`src/core/epc_pkg.sv`:
```
package epc_pkg;
  // Data path width of count, reload and samples
  localparam int DATA_W = 32;
  // Register bus address width
  localparam int ADDR_W = 8;

  // Register byte addresses
  localparam logic [7:0] ADDR_CTRL = 8'h00;
  localparam logic [7:0] ADDR_CMD = 8'h04;
  localparam logic [7:0] ADDR_RELOAD = 8'h08;
  localparam logic [7:0] ADDR_COUNT = 8'h0c;
  localparam logic [7:0] ADDR_PERIOD = 8'h10;
  localparam logic [7:0] ADDR_STATUS = 8'h14;

  // Control register width and field positions
  localparam int CTRL_W = 10;
  localparam int CTRL_POS_BIT = 0;
  localparam int CTRL_GATE_FALL_BIT = 2;
  localparam int CTRL_SRC_FALL_BIT = 3;
  localparam int CTRL_DEC_LO = 4;
  localparam int CTRL_DEC_HI = 5;
  localparam int CTRL_PH_B_BIT = 6;
  localparam int CTRL_PH_A_BIT = 7;
  localparam int CTRL_RLD_EN_BIT = 8;
  localparam int CTRL_BUF_BIT = 9;
  localparam logic [CTRL_W-1:0] CTRL_RESET = 10'h000;

  // Command register bits
  localparam int CMD_ARM_BIT = 0;
  localparam int CMD_DISARM_BIT = 1;

  // Status register width and bit positions
  localparam int STAT_W = 3;
  localparam int STAT_ARMED_BIT = 0;
  localparam int STAT_DONE_BIT = 1;
  localparam int STAT_BUSY_BIT = 2;

  // Reset value of the reload register
  localparam logic [DATA_W-1:0] RELOAD_RESET = 32'h0000_0000;
  localparam logic [DATA_W-1:0] COUNT_ONE = 32'h0000_0001;

  // Synchroniser input bit positions
  localparam int SYNC_W = 5;
  localparam int IN_SRC = 0;
  localparam int IN_GATE = 1;
  localparam int IN_A = 2;
  localparam int IN_B = 3;
  localparam int IN_Z = 4;

  // Encoder decoding styles
  localparam logic [1:0] DEC_X1 = 2'h0;
  localparam logic [1:0] DEC_X2 = 2'h1;
  localparam logic [1:0] DEC_X4 = 2'h2;
  localparam logic [1:0] DEC_TWO_PULSE = 2'h3;

  // Period measurement states
  typedef enum logic [1:0] {
    PER_IDLE,
    PER_WAIT,
    PER_COUNT,
    PER_DONE
  } epc_per_state_t;
endpackage

```
`src/core/epc_sync.sv`:
```
`timescale 1ns/100ps
`default_nettype none
// Two-flop synchroniser for all asynchronous pins
module epc_sync (
  // Clock and reset
  input wire logic clk_in,
  input wire logic rst_n_in,
  // Raw pins and clean levels
  input wire logic [epc_pkg::SYNC_W-1:0] async_in,
  output logic [epc_pkg::SYNC_W-1:0] sync_out
);

  ////////////////////////////////////////////////////////////////////////////
  // One pair of flops per pin; the first stage feeds only the second
  genvar gi;
  generate
    for (gi = 0; gi < epc_pkg::SYNC_W; gi = gi + 1) begin : g_bit
      logic meta_r;
      logic clean_r;
      // Both stages reset low; a pin high at release appears two edges later
      always_ff @(posedge clk_in or negedge rst_n_in) begin
        if (!rst_n_in) begin
          meta_r <= 1'b0;
          clean_r <= 1'b0;
        end else begin
          meta_r <= async_in[gi];
          clean_r <= meta_r;
        end
      end
      assign sync_out[gi] = clean_r;
    end
  endgenerate

endmodule
`default_nettype wire

```
`src/core/epc_counter.sv`:
```
`timescale 1ns/100ps
`default_nettype none
// Overview of operation
// - Armed period mode measures one gate period
// - Gate active edge selectable rising or falling
// - Count source edges between active gate edges
// - Position count changes only after arming
// - On-demand read or sample-clocked buffered readout
// - X1 counts on A rise up, fall down
// - X2 counts on both A edges
// - X4 counts on every A and B edge
// - Index high in reload phase loads value
// - Reload phase is any of four AB states
// - Count step first, reload afterwards
// - Reload within one timebase period, then continue
// - Two-pulse: A rise up, B rise down
// - Buffered mode streams count at sample edges
// - Samples never clear the cumulative count
// - Sample clock on gate, edge selectable
module epc_counter (
  // Clock and reset
  input wire logic clk_in,
  input wire logic rst_n_in,
  // Register port
  input wire logic [epc_pkg::ADDR_W-1:0] addr_in,
  input wire logic [epc_pkg::DATA_W-1:0] wdata_in,
  input wire logic wr_in,
  input wire logic rd_in,
  output logic [epc_pkg::DATA_W-1:0] rdata_out,
  // Counter pins
  input wire logic source_in,
  input wire logic gate_in,
  input wire logic enc_a_in,
  input wire logic enc_b_in,
  input wire logic enc_z_in,
  // Sample stream toward host memory
  output logic sample_valid_out,
  output logic [epc_pkg::DATA_W-1:0] sample_data_out,
  // Status levels
  output logic armed_out,
  output logic period_done_out
);

  ////////////////////////////////////////////////////////////////////////////
  // Declarations
  // Synchronised pin levels and their previous values
  logic [epc_pkg::SYNC_W-1:0] pin_s;
  logic [epc_pkg::SYNC_W-1:0] pin_q_r;

  // Software registers
  logic [epc_pkg::CTRL_W-1:0] ctrl_r;
  logic [epc_pkg::DATA_W-1:0] reload_r;
  logic [epc_pkg::DATA_W-1:0] period_r;
  logic [epc_pkg::DATA_W-1:0] period_nxt;
  logic done_r;
  logic done_nxt;
  logic armed_r;
  logic armed_nxt;
  logic [epc_pkg::DATA_W-1:0] rdata_r;
  logic [epc_pkg::DATA_W-1:0] rdata_nxt;

  // Core count and period state
  logic [epc_pkg::DATA_W-1:0] count_r;
  logic [epc_pkg::DATA_W-1:0] count_nxt;
  epc_pkg::epc_per_state_t per_state_r;
  epc_pkg::epc_per_state_t per_state_nxt;

  // Sample stream registers
  logic sample_valid_r;
  logic [epc_pkg::DATA_W-1:0] sample_data_r;

  ////////////////////////////////////////////////////////////////////////////
  // Pin synchronisation
  // All five pins cross into the counter timebase here
  epc_sync u_sync (
    .clk_in(clk_in),
    .rst_n_in(rst_n_in),
    .async_in({enc_z_in, enc_b_in, enc_a_in, gate_in, source_in}),
    .sync_out(pin_s)
  );

  // Previous levels for edge detection on clean signals only
  always_ff @(posedge clk_in or negedge rst_n_in) begin
    if (!rst_n_in) begin
      pin_q_r <= '0;
    end else begin
      pin_q_r <= pin_s;
    end
  end

  ////////////////////////////////////////////////////////////////////////////
  // Control field decode
  wire pos_mode = ctrl_r[epc_pkg::CTRL_POS_BIT];
  wire gate_fall = ctrl_r[epc_pkg::CTRL_GATE_FALL_BIT];
  wire src_fall = ctrl_r[epc_pkg::CTRL_SRC_FALL_BIT];
  wire [1:0] dec_mode = ctrl_r[epc_pkg::CTRL_DEC_HI:epc_pkg::CTRL_DEC_LO];
  wire [1:0] rld_phase = {ctrl_r[epc_pkg::CTRL_PH_A_BIT], ctrl_r[epc_pkg::CTRL_PH_B_BIT]};
  wire rld_en = ctrl_r[epc_pkg::CTRL_RLD_EN_BIT];
  wire buffered = ctrl_r[epc_pkg::CTRL_BUF_BIT];

  // Register strobes
  wire wr_ctrl = wr_in && (addr_in == epc_pkg::ADDR_CTRL);
  wire wr_cmd = wr_in && (addr_in == epc_pkg::ADDR_CMD);
  wire wr_reload = wr_in && (addr_in == epc_pkg::ADDR_RELOAD);
  wire wr_status = wr_in && (addr_in == epc_pkg::ADDR_STATUS);
  wire arm_cmd = wr_cmd && wdata_in[epc_pkg::CMD_ARM_BIT];
  wire disarm_cmd = wr_cmd && wdata_in[epc_pkg::CMD_DISARM_BIT] && !arm_cmd;
  wire done_clr = wr_status && wdata_in[epc_pkg::STAT_DONE_BIT];

  ////////////////////////////////////////////////////////////////////////////
  // Edge detection
  // Clean current and previous levels
  wire src_c = pin_s[epc_pkg::IN_SRC];
  wire src_p = pin_q_r[epc_pkg::IN_SRC];
  wire gate_c = pin_s[epc_pkg::IN_GATE];
  wire gate_p = pin_q_r[epc_pkg::IN_GATE];
  wire a_c = pin_s[epc_pkg::IN_A];
  wire a_p = pin_q_r[epc_pkg::IN_A];
  wire b_c = pin_s[epc_pkg::IN_B];
  wire b_p = pin_q_r[epc_pkg::IN_B];
  wire z_c = pin_s[epc_pkg::IN_Z];

  // Active source edge, rising or falling by choice
  wire src_edge = src_fall ? (src_p && !src_c) : (!src_p && src_c);
  // Active gate edge, used as period gate or sample clock
  wire gate_edge = gate_fall ? (gate_p && !gate_c) : (!gate_p && gate_c);

  // Raw encoder edges
  wire a_rise = !a_p && a_c;
  wire a_fall = a_p && !a_c;
  wire b_rise = !b_p && b_c;
  wire a_chg = a_p ^ a_c;
  wire b_chg = b_p ^ b_c;
  // High when A leads B for this transition
  wire dir_up = a_c ^ b_p;
  // A jump of both phases at once is illegal and ignored
  wire one_chg = a_chg ^ b_chg;

  ////////////////////////////////////////////////////////////////////////////
  // Quadrature and two-pulse step decode
  logic step_up;
  logic step_dn;

  // Per decoding style, one step up or down at most
  always_comb begin
    case (dec_mode)
      epc_pkg::DEC_X1: begin
        // Up on A rise when A leads, down on A fall when B leads
        step_up = a_rise && !b_chg && dir_up;
        step_dn = a_fall && !b_chg && !dir_up;
      end
      epc_pkg::DEC_X2: begin
        // Both A edges count, direction from phase order
        step_up = a_chg && !b_chg && dir_up;
        step_dn = a_chg && !b_chg && !dir_up;
      end
      epc_pkg::DEC_X4: begin
        // Every single-phase edge counts
        step_up = one_chg && dir_up;
        step_dn = one_chg && !dir_up;
      end
      epc_pkg::DEC_TWO_PULSE: begin
        // A rise counts up, B rise down; both at once cancel
        step_up = a_rise && !b_rise;
        step_dn = b_rise && !a_rise;
      end
      default: begin
        step_up = 1'b0;
        step_dn = 1'b0;
      end
    endcase
  end

  // Position counting live only while armed
  wire pos_live = armed_r && pos_mode;
  // Index high in the programmed AB phase
  wire in_phase = ({a_c, b_c} == rld_phase);
  // Step wins; reload waits one clock, which is one timebase period
  wire reload_hit = pos_live && rld_en && z_c && in_phase && !step_up && !step_dn;

  // Sample capture on the gate in buffered position mode
  wire sample_hit = pos_live && buffered && gate_edge;

  ////////////////////////////////////////////////////////////////////////////
  // Count and period state machine
  // Next count, period state, result, arm and done
  always_comb begin
    count_nxt = count_r;
    per_state_nxt = per_state_r;
    period_nxt = period_r;
    armed_nxt = armed_r;
    done_nxt = done_r;
    if (arm_cmd) begin
      // Arming starts from zero so samples are cumulative from here
      count_nxt = '0;
      armed_nxt = 1'b1;
      done_nxt = 1'b0;
      per_state_nxt = pos_mode ? epc_pkg::PER_IDLE : epc_pkg::PER_WAIT;
    end else if (disarm_cmd) begin
      // Count is kept for reading; state goes idle
      armed_nxt = 1'b0;
      per_state_nxt = epc_pkg::PER_IDLE;
    end else if (pos_live) begin
      if (step_up) begin
        count_nxt = count_r + epc_pkg::COUNT_ONE;
      end else if (step_dn) begin
        count_nxt = count_r - epc_pkg::COUNT_ONE;
      end else if (reload_hit) begin
        count_nxt = reload_r;
      end
    end else if (armed_r) begin
      case (per_state_r)
        epc_pkg::PER_WAIT: begin
          // First active gate edge opens the period
          if (gate_edge) begin
            count_nxt = '0;
            per_state_nxt = epc_pkg::PER_COUNT;
          end
        end
        epc_pkg::PER_COUNT: begin
          if (gate_edge) begin
            // Second active gate edge closes it; a coincident source edge is not counted
            period_nxt = count_r;
            per_state_nxt = epc_pkg::PER_DONE;
            armed_nxt = 1'b0;
            done_nxt = 1'b1;
          end else if (src_edge) begin
            count_nxt = count_r + epc_pkg::COUNT_ONE;
          end
        end
        epc_pkg::PER_IDLE: begin
          per_state_nxt = epc_pkg::PER_WAIT;
        end
        epc_pkg::PER_DONE: begin
          per_state_nxt = epc_pkg::PER_DONE;
        end
        default: begin
          per_state_nxt = epc_pkg::PER_IDLE;
        end
      endcase
    end
    // Completion wins over a clear in the same cycle; arm has already cleared it
    if (done_clr && !(done_nxt && !done_r)) begin
      done_nxt = 1'b0;
    end
  end

  // Core state flops
  always_ff @(posedge clk_in or negedge rst_n_in) begin
    if (!rst_n_in) begin
      count_r <= '0;
      per_state_r <= epc_pkg::PER_IDLE;
      period_r <= '0;
      armed_r <= 1'b0;
      done_r <= 1'b0;
    end else begin
      count_r <= count_nxt;
      per_state_r <= per_state_nxt;
      period_r <= period_nxt;
      armed_r <= armed_nxt;
      done_r <= done_nxt;
    end
  end

  ////////////////////////////////////////////////////////////////////////////
  // Sample stream
  // Captured value is the count before this cycle's step; the count is untouched
  always_ff @(posedge clk_in or negedge rst_n_in) begin
    if (!rst_n_in) begin
      sample_valid_r <= 1'b0;
      sample_data_r <= '0;
    end else begin
      sample_valid_r <= sample_hit;
      if (sample_hit) begin
        sample_data_r <= count_r;
      end
    end
  end

  ////////////////////////////////////////////////////////////////////////////
  // Software register writes
  // Control and reload value; changes take effect next clock
  always_ff @(posedge clk_in or negedge rst_n_in) begin
    if (!rst_n_in) begin
      ctrl_r <= epc_pkg::CTRL_RESET;
      reload_r <= epc_pkg::RELOAD_RESET;
    end else begin
      if (wr_ctrl) begin
        ctrl_r <= wdata_in[epc_pkg::CTRL_W-1:0];
      end
      if (wr_reload) begin
        reload_r <= wdata_in;
      end
    end
  end

  ////////////////////////////////////////////////////////////////////////////
  // Register reads

  // Status word: armed, done, period in progress
  wire per_busy = armed_r && !pos_mode;
  wire [epc_pkg::STAT_W-1:0] status_w = {per_busy, done_r, armed_r};

  // On-demand read path; unmapped addresses read zero
  always_comb begin
    rdata_nxt = '0;
    case (addr_in)
      epc_pkg::ADDR_CTRL: rdata_nxt = {{(epc_pkg::DATA_W-epc_pkg::CTRL_W){1'b0}}, ctrl_r};
      epc_pkg::ADDR_RELOAD: rdata_nxt = reload_r;
      epc_pkg::ADDR_COUNT: rdata_nxt = count_r;
      epc_pkg::ADDR_PERIOD: rdata_nxt = period_r;
      epc_pkg::ADDR_STATUS: rdata_nxt = {{(epc_pkg::DATA_W-epc_pkg::STAT_W){1'b0}}, status_w};
      default: rdata_nxt = '0;
    endcase
  end

  // Read data stand only in the cycle after the strobe
  always_ff @(posedge clk_in or negedge rst_n_in) begin
    if (!rst_n_in) begin
      rdata_r <= '0;
    end else begin
      rdata_r <= rd_in ? rdata_nxt : '0;
    end
  end

  ////////////////////////////////////////////////////////////////////////////
  // Outputs, all from flops
  assign rdata_out = rdata_r;
  assign sample_valid_out = sample_valid_r;
  assign sample_data_out = sample_data_r;
  assign armed_out = armed_r;
  assign period_done_out = done_r;

endmodule
`default_nettype wire

```
`config.mk`:
```
export PLATFORM = sky130hd
export DESIGN_NAME = epc_counter
export DESIGN_NICKNAME = d
export VERILOG_FILES = /design/src/core/epc_pkg.sv /design/src/core/epc_sync.sv /design/src/core/epc_counter.sv
export SDC_FILE = /design/constraint.sdc
export NUM_CORES = 1
export LEC_CHECK = 0
export ABC_AREA = 1
export CORE_UTILIZATION = 55
export CTS_CLUSTER_SIZE = 30
export DETAILED_ROUTE_END_ITERATION = 6
export DONT_BUFFER_PORTS = 1
export PLACE_DENSITY_LB_ADDON = 0.25
export RECOVER_POWER = 100
export SYNTH_ARGS = -nofsm -noshare
export SYNTH_HDL_FRONTEND = slang
export SYNTH_HIERARCHICAL = 1
export SYNTH_SLANG_ARGS = --single-unit
```
`constraint.sdc`:
```
create_clock -name clk_in -period 3.2 [get_ports clk_in]
set_clock_uncertainty 0.2 [all_clocks]
set_input_delay 0.64 -clock clk_in [delete_from_list [all_inputs] [get_ports clk_in]]
set_output_delay 0.64 -clock clk_in [all_outputs]
set_load 0.01 [all_outputs]
```
# Word-level counts from Yosys, hierarchy flattened
# Index checks and enable logic that the tools add are counted.
# totals
reg_bits	189
in_bits	49
# classes
n_reduce_logical	63
n_addsub	2
n_bitwise	7
mux	38
eq_ne	20
# op_table
operator	count
32-bit 2-to-1 mux	11
32-bit one-hot mux with 5 select lines	1
32-bit one-hot mux with 2 select lines	1
1-bit logical AND	37
32-bit by 1-bit adder with 32-bit output, second input constant	1
32-bit by 1-bit subtractor with 32-bit output, second input constant	1
4-bit != test, second input constant	5
1-bit zero test	17
8-bit by 4-bit equality test with 1-bit output, second input constant	2
8-bit by 5-bit equality test with 1-bit output, second input constant	2
1-bit 2-to-1 mux	16
2-bit 2-to-1 mux	6
2-bit equality test, second input constant	4
8-bit by 3-bit equality test with 1-bit output, second input constant	1
8-bit zero test	1
1-bit one-hot mux with 4 select lines	2
2-bit one-hot mux with 4 select lines	1
7-bit AND reduction	1
6-bit AND reduction	1
3-bit nonzero test	2
5-bit by 4-bit != test with 1-bit output, second input constant	1
2-bit by 1-bit equality test with 1-bit output, second input constant	2
2-bit zero test	2
4-bit AND reduction	1
other kinds (6)	11

# Longest topological paths before layout
# logic_depth
depth_word	14
ltp_mapped	20

# Hierarchy
# Netlist, hierarchy kept.
# modules_own_cells
mod	n_inst	seq_area_each_um2	area_per_inst_um2	cells_each
epc_counter	1	4479.3	10226.1	1379
epc_sync	1	250.2	287.8	15

# Worst setup path after synthesis
# Ideal clock, no wire load.
# synth_path
kind	reg2reg
from	reg u_sync.g_bit[3].clean_r
to	reg count_r[0] (netlist bit)
setup_time_ns	0.117
stages_incl_launch_ff	16
setup_slack_ns	0.756
required_time_ns	2.883
n_path_buf	2
arrival_ns	2.127
path_cell_list	dfrtp_1 -> buf_4 -> ha_1 -> ha_1 -> inv_1 -> nand2_1 -> nand3_1 -> a21oi_1 -> nand3_1 -> nand2_1 -> nand2_1 -> nand2_2 -> nand2_4 -> buf_6 -> nand3_1 -> nand2_1
# synth_between
elab_chain_cells	10
# synth_rtl
element	line	source
start, declared	epc_sync.sv:19	logic clean_r;
start signal, assigned	epc_sync.sv:27	clean_r <= meta_r;
1-bit XOR	epc_counter.sv:133	wire b_chg = b_p ^ b_c;
1-bit zero test	--	
1-bit logical AND, on equally long branches (2 in a row)	--	
1-bit one-hot mux with 4 select lines	epc_counter.sv:146	case (dec_mode)
1-bit zero test / 32-bit 2-to-1 mux (equally long branches)	epc_counter.sv:179, epc_counter.sv:206	
1-bit logical AND / 32-bit 2-to-1 mux (equally long branches)	epc_counter.sv:179, epc_counter.sv:204	
1-bit logical AND / 32-bit 2-to-1 mux (equally long branches)	epc_counter.sv:179, epc_counter.sv:203	
5-bit by 4-bit != test with 1-bit output (no line) / 32-bit 2-to-1 mux (equally long branches)	--	
7-bit AND reduction (no line) / 32-bit 2-to-1 mux (equally long branches)	--	
end signal, assigned	epc_counter.sv:257	count_r <= count_nxt;
end, declared	epc_counter.sv:63	logic [epc_pkg::DATA_W-1:0] count_r;
# Several ways; a longest one is shown, not always the timed one. The select of a mux whose other input is x is not followed.
# A chain may end at the register's enable or synchronous reset.

# Worst setup path after layout
# layout_path
from	reg u_sync.g_bit[2].clean_r
to	reg count_r[31] (netlist bit)
# layout_between
elab_chain_cells	10
# layout_rtl
element	line
start, declared	epc_sync.sv:19
start signal, assigned	epc_sync.sv:27
branches (longest 10 deep; another with 7-bit AND reduction)	--
# Parallel ways; which one is timed is not known. The select of a mux whose other input is x is not followed.

==> results.yml <==
clock_tree:
  cts_tree: "done"
  post_cts_buffers: 0
  clk_latency_ns: 0.44
  path_clk_slew_ns: 0.08
  cts_resized: 0
  clock-sinks: 189
  h-tree-depth: 4
  numCtsBuffers: 17
  clk_path_buf_depth: 2
  cts-root-buf: "clkbuf_16"
drt:
  antenna_left: 0
  drt_iter0_drc: 897
  route.detailed.drc: 0
  vias_per_cell: 5.788
  routed_wl_um: 31060
  vias: 9313
  dr.pass1.iters: 6
  post_drt_wl_per_cell_um: 19.30
placement:
  placed_area_um2: 10560
  preCtsSetupSlack_ns: 0.2982
  gp_congestion: 0.9616
  dpl.hpwl_um: 22910
  portBuffers: 0
timing:
  slew_viol_final: 33
  hold_viol_final: 189
  worst_slew_pin_slew_ns: 1.701
  finalSetupTns_ns: 0
  rsz0062_at_grt: "false"
  period_share_pct: 91.41
  setup_violations: 0
  min_period_ns: 2.925
  fin_hold_ws_ns: -0.3106
  fin_ws_ns: 0.2750
  clock.fmax_ghz: 0.3419
  maxSlewHeadroom_pct: -13.41
synth:
  synth_flop_cell: "dfrtp_1"
  synth_seq_cells: 189
  synth_area_leaders: "dfrtp_1 (45%), nand2_1 (16%), o21ai_0 (5.7%)"
  syn_area_um2: 10510
  async_flop_share_pct: 100.0
  yosysUniqueCellTypes: 41
  synth_top_area_cell: "dfrtp_1"
  yosysWarnings: 6
  synth_top_cell_area_share_pct: 44.98
  ys_seq_area_share_pct: 44.98
  synth_edf_count: 0
  syn_area_per_cell_um2: 7.542
  netlist_instances: 1394
  syn_nets: 1455
floorplanning:
  rows: 50
  core_um2: 18710
  die_w_um: 140.3
  die_h_um: 140.3
  die_area_um2: 19670
  pin_count: 116
  start_util_pct: 56.21
critical_path:
  cpMostUsedCell: "nand2_1"
  crit_path_max_fanout: 22
  crit_slowest_cell: "buf_2"
  path_class: "reg2reg"
  critPathTopFamily: "simple AND/OR/NAND/NOR gates"
  endpoint_kind: "flop"
  cp-start-kind: "flop"
  crit_path_max_incr_delay_ns: 0.46
  crit_chain: "inv_2 > ha_1 > inv_1 > ha_1 > inv_1 > nand2_1 > nand3_1 > nand2_1 > nand2_2 > nor2_1 > nand3_1 > nand4_2 > buf_2 > nand2_1 > nand2_1"
  worstPathArrival_ns: 3.09
  required_ns: 3.37
  path_buf_inv: 4
  r2r_setup_slack_ns: 0.27
grt:
  antenna_found_initial: 0
  grt_max_degree: 190
  grt_overflow: 0
  track_usage_pct: 32.91
  grt_pass1_wl_um: 49220
  grt_pass1_vias: 8642
finish:
  drive_gt1_share_pct: 7.636
  antenna_cells: 0
  postLayoutCellArea_um2: 11080
  n_fill_cell: 1709
  nets: 1423
  post-route-util_pct: 59.23
  syn2layout_area_growth_pct: 5.379
worst_hold_path:
  hold_class: "in2async"
outcome:
  failed_checks: "hold timing, capacitance limit, slew limit"
  status: "complete, but fails checks"
power:
  finalPower_uw: 7746
  p_leak_uw: 0.005447
  ir_drop_uv: 433.0
  powerDensity_nw_per_um2: 699.1
run:
  drv_cap: 1
==> state kept, by name, summed over array words and instances (netlist names) <==
register              count
count_r                  32
period_r                 32
rdata_out                32
reload_r                 32
sample_data_out          32
ctrl_r                   10
u_sync/g_bit.clean_r      5
u_sync/g_bit.meta_r       5
pin_q_r                   4
per_state_r               2
armed_out                 1
period_done_out           1
sample_valid_out          1
==> where the power goes <==
part           leakage [uW]  internal [uW]  switching (uW)
clock network      0.000271           1030            1010
registers           0.00257           2600             288
logic               0.00261            850            1970
total               0.00545           4480            3270
==> final cells by class <==
class	count	area (um2)	area share [%]
Multi-Input combinational cell	1006	4896	44.19
Sequential cell	189	4730	42.69
Inverter	130	488.0	4.404
Clock buffer	19	432.9	3.907
Tap cell	234	292.8	2.643
Timing Repair Buffer	18	121.4	1.095
Clock inverter	13	118.9	1.073
==> worst reg2reg max path: stages, from the launching register on <==
cell and delay, ns:
dfrtp_1 0.44, inv_2 0.06, ha_1 0.27, inv_1 0.04, ha_1 0.26, inv_1 0.04, nand2_1 0.04, nand3_1 0.12
nand2_1 0.12, nand2_2 0.25, nor2_1 0.18, nand3_1 0.10, nand4_2 0.06, buf_2 0.46, nand2_1 0.12, nand2_1 0.09
==> per-stage QoR <==
step | hold WS [ns] | cells
after floorplan | 0.1312 | 1394
after global placement | 0.1339 | 1575
after detailed placement | 0.1358 | 1575
after CTS | -0.3240 | 1607
after global routing | -0.3302 | 1609
final | -0.3106 | 1609
==> layer usage <==
| metal | track usage (%) | vias up | share of wire [%] |
|---|---|---|---|
| met2 | 47.84 | 435 | 43 |
| met5 | 0 | - | 0 |
| li1 | - | 4408 | - |
| met1 | 47.84 | 4430 | 45 |
| met3 | 9.949 | 40 | 10 |
| met4 | 8.097 | 0 | 1.7 |
==> path summary, 6_finish.rpt <==
kind                                                    from                           endpoint  depth (start not counted)
setup / recovery           u_sync/g_bit[2].clean_r$_DFF_PN0_            count_r[31]$_DFFE_PN0P_                         15
hold reg to reg             u_sync/g_bit[2].meta_r$_DFF_PN0_  u_sync/g_bit[2].clean_r$_DFF_PN0_                          0
min in group clk_in                                source_in   u_sync/g_bit[0].meta_r$_DFF_PN0_                          0
setup reg to reg           u_sync/g_bit[2].clean_r$_DFF_PN0_            count_r[31]$_DFFE_PN0P_                         15
hold / removal                                      rst_n_in    sample_data_out[23]$_DFFE_PN0P_                          0
max in group asynchronous                           rst_n_in  u_sync/g_bit[0].clean_r$_DFF_PN0_                          0
==> cells in the mapped netlist, types with 2 or more instances <==
cell type	count
nand2_1	457
o22ai_1	7
buf_2	31
nor2_1	135
buf_6	8
a31oi_1	2
mux2_2	22
xnor2_1	2
nand3_1	90
nand2_2	9
inv_2	7
nand4_1	15
o211ai_1	9
o21ai_2	4
nor2_4	3
o2111ai_1	3
nor3_1	7
o21ai_0	119
a221oi_1	14
dfrtp_1	189
a21o_1	2
nand3_2	3
inv_1	123
o21ai_1	21
o221ai_1	3
or2_2	2
nor2_2	12
a21oi_1	14
nor3_4	2
clkbuf_1	22
xor2_1	29
ha_1	12
buf_4	7
a211oi_1	2
==> layout by cell type, fill, tap and decap left out, types with 10 or more instances in the layout <==
cell	count
o21ai_0	132
clkbuf_16	17
a221oi_1	14
inv_1	124
nand3_1	90
xor2_1	29
nor2_1	136
dfrtp_1	189
mux2_2	22
buf_4	10
ha_1	12
nor2_2	11
nand4_1	15
nand2_1	458
o21ai_1	11
a21oi_1	14
==> cell families (layout without fill, tap and decap cells) <==
group	Yosys count	after routing	synth area share (%)
mux	22	22	2.356
compound gates	201	201	10.88
xor+xnor	31	31	2.582
buf+inv	199	180	8.295
simple gates	740	740	29.48
fa+ha+maj	12	12	1.428
flops	189	189	44.98
No activity file was read; power rests on OpenSTA's default activity.
